`config.mk`:
```
export PLATFORM = sky130hd
export DESIGN_NAME = rsl_reset_ready
export DESIGN_NICKNAME = d
export VERILOG_FILES = /design/src/rtl/rsl_reset_ready.v
export VERILOG_INCLUDE_DIRS = /design/src /design/src/rtl
export SDC_FILE = /design/constraint.sdc
export NUM_CORES = 1
export LEC_CHECK = 0
export ABC_AREA = 0
export BUFFER_PORTS_ARGS = -buffer_cell sky130_fd_sc_hd__buf_2
export CAP_MARGIN = 20
export CORE_ASPECT_RATIO = 1.4
export CORE_UTILIZATION = 45
export DETAILED_ROUTE_END_ITERATION = 6
export GPL_ROUTABILITY_DRIVEN = 0
export PLACE_DENSITY = 0.67
export SLEW_MARGIN = 0
export SYNTH_ARGS = -nofsm -noshare
export SYNTH_HDL_FRONTEND = slang
export SYNTH_SLANG_ARGS = --single-unit
```
`constraint.sdc`:
```
create_clock -name mclk_i -period 3.7 [get_ports mclk_i]
set_input_delay 0.74 -clock mclk_i [delete_from_list [all_inputs] [get_ports mclk_i]]
set_output_delay 0.74 -clock mclk_i [all_outputs]
set_load 0.05 [all_outputs]
```
`src/rtl/rsl_consts.vh`:
```
`ifndef RSL_CONSTS_VH
`define RSL_CONSTS_VH

// register offsets on the plain register port
`define RSL_CTRL_OFS      4'h0
`define RSL_STAT_OFS      4'h1
`define RSL_WCNT_OFS      4'h2

// control register fields
`define RSL_CTRL_GO       0
`define RSL_CTRL_WRITE    1
`define RSL_CTRL_SEL_LO   2
`define RSL_CTRL_SEL_HI   3
`define RSL_CTRL_LOCK     4
`define RSL_CTRL_RST      5'h00

// status register fields
`define RSL_STAT_CORE_RST 0
`define RSL_STAT_BUSY     1
`define RSL_STAT_WAIT     2
`define RSL_STAT_FLOAT    3
`define RSL_STAT_QUEUE    4
`define RSL_STAT_NUMERICS 5
`define RSL_STAT_ABORTED  6

// control pin bit positions
`define RSL_PIN_RD        0
`define RSL_PIN_UCS       1
`define RSL_PIN_LCS       2
`define RSL_PIN_MCS0      3
`define RSL_PIN_MCS1      4
`define RSL_PIN_LOCK      5
`define RSL_PINS_IDLE     6'h3f

// clocks from reset release to the second busy-pin sample
`define RSL_NUM_DELAY     3'd4

`endif

```
`src/rtl/rsl_reset_ready.v`:
```
`timescale 1ns/10ps
`include "rsl_consts.vh"

// Behaviour
// - The block holds the core in full reset for as long as the reset input is low.
// - The reset input passes a two-stage synchroniser on the processor clock before acting.
// - A warm reset returns the sequencer, control, count and mode registers to their initial state; the abort flag is kept.
// - A running bus cycle is aborted at once, pins driven inactive first and then floated.
// - During reset the strap pins are inputs held high by weak pull-ups.
// - Both memory selects low during reset selects pin-float test mode.
// - The queue-status strap low during reset selects queue status mode.
// - Busy pin high at reset and low four clocks later enables coprocessor mode.
// - Sync ready low with async ready low inserts a wait state in the current bus cycle.
// - Either ready input high ends the bus cycle.
module rsl_reset_ready #(
  parameter ADDR_W = 4,
  parameter DATA_W = 16
) (
  input  wire              mclk_i,
  input  wire              rst_n_i,
  input  wire              clk_en_i,
  input  wire              reset_in_n_i,
  input  wire [ADDR_W-1:0] reg_addr_i,
  input  wire [DATA_W-1:0] reg_wdata_i,
  input  wire              reg_wr_i,
  input  wire              reg_rd_i,
  output reg  [DATA_W-1:0] reg_rdata_o,
  input  wire              async_ready_i,
  input  wire              sync_ready_i,
  input  wire [5:0]        ctl_pins_i,
  output reg  [5:0]        ctl_pins_o,
  output reg  [5:0]        ctl_oe_n_o,
  output reg               wr_strobe_n_o,
  output reg               wr_strobe_oe_n_o,
  input  wire              test_busy_i,
  output reg               pullup_en_o,
  output reg               core_rst_o,
  output reg               bus_done_o,
  output reg               wait_state_o,
  output reg               pin_float_test_mode_o,
  output reg               queue_status_mode_o,
  output reg               numerics_mode_o
);

  // one-hot bus states
  localparam [6:0] ST_IDLE  = 7'h01;
  localparam [6:0] ST_T1    = 7'h02;
  localparam [6:0] ST_T2    = 7'h04;
  localparam [6:0] ST_T3    = 7'h08;
  localparam [6:0] ST_T4    = 7'h10;
  localparam [6:0] ST_INACT = 7'h20;
  localparam [6:0] ST_FLOAT = 7'h40;

  // state meanings:
  //   idle  - no bus cycle, pins driven at their inactive levels
  //   t1    - select line for the chosen region pulled low
  //   t2    - read or write strobe goes low
  //   t3    - strobe held; waits here until either ready input is high
  //   t4    - strobes back high, done pulse raised
  //   inact - reset seen: every control pin driven inactive for one clock
  //   float - every control pin released so the board straps can be read
  // the float state is also the power-on state, so nothing is driven
  // until the core has been let out of reset at least once

  // reset synchroniser and its delayed copy for the release edge
  reg              rst_meta_q;
  reg              rst_sync_q;
  reg              core_rst_q;

  // bus sequencer
  reg  [6:0]       state_q;
  reg  [6:0]       state_d;

  // software-visible control, wait count and abort flag
  reg  [4:0]       ctrl_q;
  reg  [DATA_W-1:0] wcnt_q;
  reg              aborted_q;

  // strap samples and latched modes
  reg  [5:0]       strap_q;
  reg              busy_strap_q;
  reg  [2:0]       num_cnt_q;
  reg              num_arm_q;
  reg              float_mode_q;
  reg              queue_mode_q;
  reg              num_mode_q;

  // internal reset is the inverse of the synchronised pin; release_e
  // marks the single clock in which the core leaves reset, and is the
  // only moment at which the float and queue modes are set from the straps
  // internal reset level, high while the core is held
  wire             core_rst  = ~rst_sync_q;
  // one clock pulse as the core leaves reset
  wire             release_e = core_rst_q & ~core_rst;
  // either ready input ends t3
  wire             ready_any = async_ready_i | sync_ready_i;
  // a write of go to the control offset starts a cycle
  wire             go        = reg_wr_i && (reg_addr_i == `RSL_CTRL_OFS) && reg_wdata_i[`RSL_CTRL_GO];

  //////////////////////////////////////////////////////////////////////////
  // reset synchroniser; first stage feeds only the second
  // the pin is asynchronous to the core on a real board, so two flops keep
  // a metastable sample away from the sequencer; the cost is two clocks of
  // latency on both assertion and release
  always @(posedge mclk_i or negedge rst_n_i) begin
    if (!rst_n_i) begin
      rst_meta_q <= 1'b0;
      rst_sync_q <= 1'b0;
      core_rst_q <= 1'b1;
    end else if (clk_en_i) begin
      rst_meta_q <= reset_in_n_i;
      rst_sync_q <= rst_meta_q;
      // delayed copy, compared with core_rst to find the release clock
      core_rst_q <= core_rst;
    end
  end

  //////////////////////////////////////////////////////////////////////////
  // bus cycle sequencer next state
  always @* begin
    state_d = state_q;
    case (state_q)
      ST_IDLE: begin
        if (go)
          state_d = ST_T1;
      end
      ST_T1: begin
        state_d = ST_T2;
      end
      ST_T2: begin
        state_d = ST_T3;
      end
      // t3 repeats as a wait state until a ready input is seen high;
      // sync ready low with async ready low is what stretches the cycle
      ST_T3: begin
        if (ready_any)
          state_d = ST_T4;
      end
      ST_T4: begin
        state_d = ST_IDLE;
      end
      // one clock of inactive drive, then let go
      ST_INACT: begin
        state_d = ST_FLOAT;
      end
      // stays floated until reset is released
      ST_FLOAT: begin
        state_d = ST_FLOAT;
      end
      default: begin
        state_d = ST_IDLE;
      end
    endcase
    // reset overrides whatever the bus was doing: a running cycle is cut
    // off at once, one clock of inactive drive follows and then the pins
    // float; leaving reset always passes through idle so no cycle restarts
    // from stale state
    if (core_rst) begin
      if (state_q == ST_FLOAT)
        state_d = ST_FLOAT;
      else if (state_q == ST_INACT)
        state_d = ST_FLOAT;
      else
        state_d = ST_INACT;
    end else if (state_q == ST_INACT || state_q == ST_FLOAT) begin
      state_d = ST_IDLE;
    end
  end

  //////////////////////////////////////////////////////////////////////////
  // sequencer state, control register and wait counter
  // control and count registers are forced back to zero for the whole of
  // reset, so software always finds them in their initial state; only the
  // abort flag survives, because it reports what reset interrupted
  always @(posedge mclk_i or negedge rst_n_i) begin
    if (!rst_n_i) begin
      state_q   <= ST_FLOAT;
      ctrl_q    <= `RSL_CTRL_RST;
      wcnt_q    <= {DATA_W{1'b0}};
      aborted_q <= 1'b0;
    end else if (clk_en_i) begin
      state_q <= state_d;
      if (core_rst) begin
        ctrl_q <= `RSL_CTRL_RST;
        wcnt_q <= {DATA_W{1'b0}};
        // remember a cut-short cycle for software after release
        if (state_q == ST_T1 || state_q == ST_T2 || state_q == ST_T3 || state_q == ST_T4)
          aborted_q <= 1'b1;
      end else begin
        if (reg_wr_i && reg_addr_i == `RSL_CTRL_OFS)
          ctrl_q <= reg_wdata_i[4:0];
        // the count only wraps, it never saturates; software clears it by
        // any write to its offset before a cycle it wants to measure
        if (reg_wr_i && reg_addr_i == `RSL_WCNT_OFS)
          wcnt_q <= {DATA_W{1'b0}};
        else if (state_q == ST_T3 && !ready_any && !sync_ready_i)
          wcnt_q <= wcnt_q + 1'b1;
        // hardware set wins over a software clear in the same cycle
        if (reg_wr_i && reg_addr_i == `RSL_STAT_OFS && reg_wdata_i[`RSL_STAT_ABORTED])
          aborted_q <= 1'b0;
      end
    end
  end

  //////////////////////////////////////////////////////////////////////////
  // strap capture while reset is held, latched at release
  // straps are sampled on every clock of reset so the last level before
  // release wins; the float and queue modes are set only on release_e, which
  // keeps them steady for the whole time the core runs
  // the busy pin is checked twice: high at release, low four clocks on
  always @(posedge mclk_i or negedge rst_n_i) begin
    if (!rst_n_i) begin
      strap_q      <= `RSL_PINS_IDLE;
      busy_strap_q <= 1'b1;
      float_mode_q <= 1'b0;
      queue_mode_q <= 1'b0;
      num_mode_q   <= 1'b0;
      num_arm_q    <= 1'b0;
      num_cnt_q    <= 3'd0;
    end else if (clk_en_i) begin
      if (core_rst) begin
        strap_q      <= ctl_pins_i;
        busy_strap_q <= test_busy_i;
        float_mode_q <= 1'b0;
        queue_mode_q <= 1'b0;
        num_mode_q   <= 1'b0;
        num_arm_q    <= 1'b0;
        num_cnt_q    <= 3'd0;
      end else if (release_e) begin
        // modes held from here until the next reset
        float_mode_q <= ~strap_q[`RSL_PIN_UCS] & ~strap_q[`RSL_PIN_LCS];
        queue_mode_q <= ~strap_q[`RSL_PIN_RD];
        num_arm_q    <= busy_strap_q;
        num_cnt_q    <= 3'd1;
      end else if (num_arm_q) begin
        if (num_cnt_q == `RSL_NUM_DELAY) begin
          num_mode_q <= ~test_busy_i;
          num_arm_q  <= 1'b0;
        end else begin
          num_cnt_q <= num_cnt_q + 3'd1;
        end
      end
    end
  end

  //////////////////////////////////////////////////////////////////////////
  // pin drive; inactive high before floating, float while in reset
  // all pin registers look at the next state, so a pin changes in the same
  // clock as the state that owns it and the outputs still come from flops
  // the select line is taken from the go write itself and then simply held
  // until t4 returns every pin to its inactive level
  always @(posedge mclk_i or negedge rst_n_i) begin
    if (!rst_n_i) begin
      ctl_pins_o       <= `RSL_PINS_IDLE;
      ctl_oe_n_o       <= 6'h3f;
      wr_strobe_n_o    <= 1'b1;
      wr_strobe_oe_n_o <= 1'b1;
      pullup_en_o      <= 1'b1;
    end else if (clk_en_i) begin
      pullup_en_o <= core_rst;
      // pin-float mode releases every pin after reset as well, from the clock after release_e
      if (state_d == ST_FLOAT || (!core_rst && float_mode_q)) begin
        ctl_pins_o       <= `RSL_PINS_IDLE;
        ctl_oe_n_o       <= 6'h3f;
        wr_strobe_n_o    <= 1'b1;
        wr_strobe_oe_n_o <= 1'b1;
      end else if (state_d == ST_INACT || state_d == ST_IDLE || state_d == ST_T1 || state_d == ST_T4) begin
        ctl_pins_o       <= `RSL_PINS_IDLE;
        ctl_oe_n_o       <= 6'h00;
        wr_strobe_n_o    <= 1'b1;
        wr_strobe_oe_n_o <= 1'b0;
        if (state_d == ST_T1) begin
          ctl_pins_o[`RSL_PIN_UCS + reg_wdata_i[`RSL_CTRL_SEL_HI:`RSL_CTRL_SEL_LO]] <= 1'b0;
          ctl_pins_o[`RSL_PIN_LOCK] <= ~reg_wdata_i[`RSL_CTRL_LOCK];
        end
      end else begin
        // data phase of the cycle, held through wait states
        ctl_oe_n_o       <= 6'h00;
        wr_strobe_oe_n_o <= 1'b0;
        ctl_pins_o[`RSL_PIN_RD] <= ctrl_q[`RSL_CTRL_WRITE];
        wr_strobe_n_o           <= ~ctrl_q[`RSL_CTRL_WRITE];
      end
    end
  end

  //////////////////////////////////////////////////////////////////////////
  // status outputs
  // done and wait are judged on the registered state, so each shows for
  // exactly one clock per step of t3 and never while reset is active
  always @(posedge mclk_i or negedge rst_n_i) begin
    if (!rst_n_i) begin
      core_rst_o            <= 1'b1;
      bus_done_o            <= 1'b0;
      wait_state_o          <= 1'b0;
      pin_float_test_mode_o <= 1'b0;
      queue_status_mode_o   <= 1'b0;
      numerics_mode_o       <= 1'b0;
    end else if (clk_en_i) begin
      core_rst_o            <= core_rst;
      bus_done_o            <= ~core_rst && state_q == ST_T3 && ready_any;
      wait_state_o          <= ~core_rst && state_q == ST_T3 && !ready_any;
      pin_float_test_mode_o <= float_mode_q;
      queue_status_mode_o   <= queue_mode_q;
      numerics_mode_o       <= num_mode_q;
    end
  end

  //////////////////////////////////////////////////////////////////////////
  // register read port, data one cycle after the strobe
  // reads have no side effects; clearing the abort flag takes a write
  // the data stand for one clock and fall back to zero, so a late sample
  // of the bus reads as zero instead of a stale word
  always @(posedge mclk_i or negedge rst_n_i) begin
    if (!rst_n_i) begin
      reg_rdata_o <= {DATA_W{1'b0}};
    end else if (clk_en_i) begin
      reg_rdata_o <= {DATA_W{1'b0}};
      if (reg_rd_i) begin
        case (reg_addr_i)
          `RSL_CTRL_OFS: begin
            reg_rdata_o[4:0] <= ctrl_q;
          end
          `RSL_STAT_OFS: begin
            reg_rdata_o[`RSL_STAT_CORE_RST] <= core_rst;
            reg_rdata_o[`RSL_STAT_BUSY]     <= state_q != ST_IDLE;
            reg_rdata_o[`RSL_STAT_WAIT]     <= state_q == ST_T3;
            reg_rdata_o[`RSL_STAT_FLOAT]    <= float_mode_q;
            reg_rdata_o[`RSL_STAT_QUEUE]    <= queue_mode_q;
            reg_rdata_o[`RSL_STAT_NUMERICS] <= num_mode_q;
            reg_rdata_o[`RSL_STAT_ABORTED]  <= aborted_q;
          end
          `RSL_WCNT_OFS: begin
            reg_rdata_o <= wcnt_q;
          end
          default: begin
            reg_rdata_o <= {DATA_W{1'b0}};       // unmapped reads as zero
          end
        endcase
      end
    end
  end

endmodule
```
==> run summary <==
post-route insts no fill: 512
GR Layer Usage met3: 4.41%
CTS tree: done
Reg clk slew, reported paths: 80 ps
CP cell instances: or4b_1, or4_1, or4_1, a21oi_1
proportion of layout cells with a drive suffix above 1: 23.5%
Slew @ Worst Pin: 810 ps
EDFF count, synth: 0
CTS max path bufs: 2
slowest cell on the critical path: or4_1
crit path DAT: 2900 ps
IO buf count: 58
DR vias/cell: 5.75
post-synth cell types: 58
Final Total Pwr: 0.00181 W
main flop type after synthesis: dfrtp_1
crit start category: register
Starting DRT DRC Count: 226
combinational power share: 17.9%
RSZ-0062 raised after global routing: false
Synth Instances: 360
Worst slew margin: 45.5%
first-pass GRT wire length: 13800 um
final hold slack: 272 ps
initial antenna violation count: 0
Required @ worst endpoint: 3970 ps
DIE HEIGHT: 107 um
Internal: 0.00125 W
Area Overhead vs Synth: 14.6%
Top Usage Layer GRT: met2
vias in the first global route: 2820
switching pwr: 0.000556 W
Worst VDD drop: 426 uV
I/O Pins: 72
Die Wd: 77.2 um
status: completed
# nets final: 445
Antenna Cells: 0
RR Endpoint: wcnt_q[15]$_DFFE_PN0P_
Hold Buf Count CTS: 0
CTS Buf Count: 9
Reg2Reg Launch Point: state_q[2]$_DFFE_PN0P_
fill cell count: 749
Lkg Pwr: 1.84 nW
switching part of the total: 30.7%
area of the die: 8290 um^2
H-tree levels: 3
CTS Sinks: 72
fmax: 380 MHz
largest net degree at the start of global routing: 50
setup TNS: 0 ps
setup slack, reg-to-reg: 1070 ps
Setup Viol. Count Final: 0
Crit path largest cell delay: 730 ps
crit path max fanout: 11
post-CTS setup buffer count: 0
Seq/Total Area, Yosys: 51.0%
syn_area_per_cell: 9.90 um^2
kind of critical path: reg2reg
syn_nets: 398
routed vias: 2942
YS warnings: 0
Hold Vio Cnt, Final: 0
Final Core Density: 53.1%
HPWL Detailed: 6110 um
Mapped Area: 3560 um^2
Placed Cells: 495
register bit total from synthesis: 72
gr ovfl total: 0
Reg2Reg Depth: 4
DRT Pass-1 Iters: 4
clk_lat worst skew: 350 ps
Root Driver: clkbuf_8
antenna viol nets, final: 0
CP Capture Type: register
maxcap violations: 0
drt wl/cell: 16.3 um
FFs w/ async S/R, synth: 100%
Critical Path Most Common Cell: or4_1
GR Util All Layers: 21.7%
met2 usage in global routing: 37.9%
Final Slew Violations: 0
Buffers & Inverters on Critical Path: 0
DRC: 0
PostCTS Resize Cnt: 0
pwr dens: 443 nW/um^2
clock power share: 33.7%
Clock Skew: 10.9 ps
Reg power frac: 48.5%
Tmin final: 2630 ps
grt met1 use: 25.7%
core footprint: 7700 um^2
Crit path max-delay family: simple AND/OR/NAND/NOR gates
hold crit path type: in2async
Rows: 38
Starting Density: 46.3%
Tcrit/Tclk final: 71.0%
WL final: 8360 um
==> logic make-up after synthesis <==
kind of cell | Yosys count | share of synthesized area [%]
AOI/OAI and AO/OA | 100 | 20.4
xor gates and xnor gates | 6 | 1.47
DFF | 72 | 51.0
and+or+nand+nor | 122 | 17.2
muxes | 9 | 2.67
adders and majority gates | 3 | 1.05
buffers and inverters | 48 | 6.11
==> worst max-delay path by stage <==
stage	startpoint	end	cells after the start
after floorplan	state_q[2]$_DFFE_PN0P_	wcnt_q[15]$_DFFE_PN0P_	6
after global placement	reg_addr_i[1]	wcnt_q[3]$_DFFE_PN0P_	5
after detailed placement	reg_addr_i[1]	wcnt_q[3]$_DFFE_PN0P_	5
after CTS	state_q[1]$_DFFE_PN0P_	wcnt_q[15]$_DFFE_PN0P_	4
after global routing	state_q[2]$_DFFE_PN0P_	wcnt_q[15]$_DFFE_PN0P_	4
final	state_q[2]$_DFFE_PN0P_	wcnt_q[15]$_DFFE_PN0P_	4
==> metal layers <==
metal	part of all wire [%]	vias up
met5	0	-
li1	-	1414
met4	1.8	0
met3	3.9	12
met1	44	1437
met2	51	79
==> sequential cells by signal, indices dropped and copies added (netlist names), 3 cells and up <==
| name | cells |
|---|---|
| reg_rdata_o | 16 |
| ctrl_q | 5 |
| wcnt_q | 16 |
| state_q | 7 |
| ctl_pins_o | 6 |
| strap_q | 3 |
| num_cnt_q | 3 |
==> synthesized netlist by cell type, types with 4 or more instances <==
cell | instances | area share (%)
dfrtp_1 | 58 | 41
nand2_1 | 47 | 4.9
a21oi_1 | 19 | 2.7
inv_1 | 19 | 2.0
nor2_1 | 16 | 1.7
o21ai_0 | 15 | 2.1
dfstp_2 | 14 | 10
a22o_1 | 13 | 3.2
clkbuf_1 | 13 | 1.4
nand4_1 | 11 | 1.9
nand3_1 | 9 | 1.3
or3_1 | 9 | 1.6
o2bb2ai_1 | 8 | 2.0
buf_4 | 7 | 1.5
o221ai_1 | 6 | 1.5
mux2i_1 | 5 | 1.4
nor3_1 | 5 | 0.70
o32ai_1 | 5 | 1.2
a21o_1 | 4 | 0.84
a32oi_1 | 4 | 0.98
buf_1 | 4 | 0.42
mux2_2 | 4 | 1.3
nor4_1 | 4 | 0.70
xor2_1 | 4 | 0.98
==> area by class of cell <==
class                      count  area (um^2)  area share, %
clock buffer                  13          149           3.64
clock inverter                 3         42.5           1.04
inverter                      20         75.1           1.84
multi-input combinational    240         1530           37.4
sequential                    72         1820           44.5
tap                          100          125           3.06
timing repair buffer          64          348           8.51
==> power by group through the flow <==
stage	sequential [W]	combinational, W	clock (W)
2_1_floorplan	0.000914	0.000223	0
3_3_place_gp	0.000889	0.000318	0
3_5_place_dp	0.000891	0.000322	0
4_1_cts	0.000877	0.000323	0.000623
5_1_grt	0.000883	0.000353	0.000656
6_report	0.000877	0.000323	0.000609
==> through the flow <==
step	worst slack [ps]	area, um^2
2_1_floorplan	1400	3560
3_3_place_gp	1070	3870
3_5_place_dp	1010	3870
4_1_cts	1080	4070
5_1_grt	935	4090
6_report	1070	4090
==> cell usage in the layout, fill, tap and decap left out, drive strengths merged, types with 3 or more instances in the layout <==
cell type  count
o21ai         15
dfrtp         58
and4           3
a21o           4
mux2           4
dfstp         14
o2bb2ai        8
a22oi          3
nand4         11
nor4           4
nand3          9
a22o          13
xor2           4
or3            9
mux2i          5
o32ai          5
or4            3
o221ai         6
nor4b          3
clkbuf        13
nor3           5
and2           3
o31ai          3
nor2b          3
nand2         47
nor2          16
buf           64
a32oi          4
a21oi         19
ha             3
inv           19
==> worst register-to-register path: stages, from the launching register on <==
cell and delay, ps:
dfrtp_1 490, or4b_1 670, or4_1 730, or4_1 520, a21oi_1 160
No activity file was read; power rests on OpenSTA's default activity.
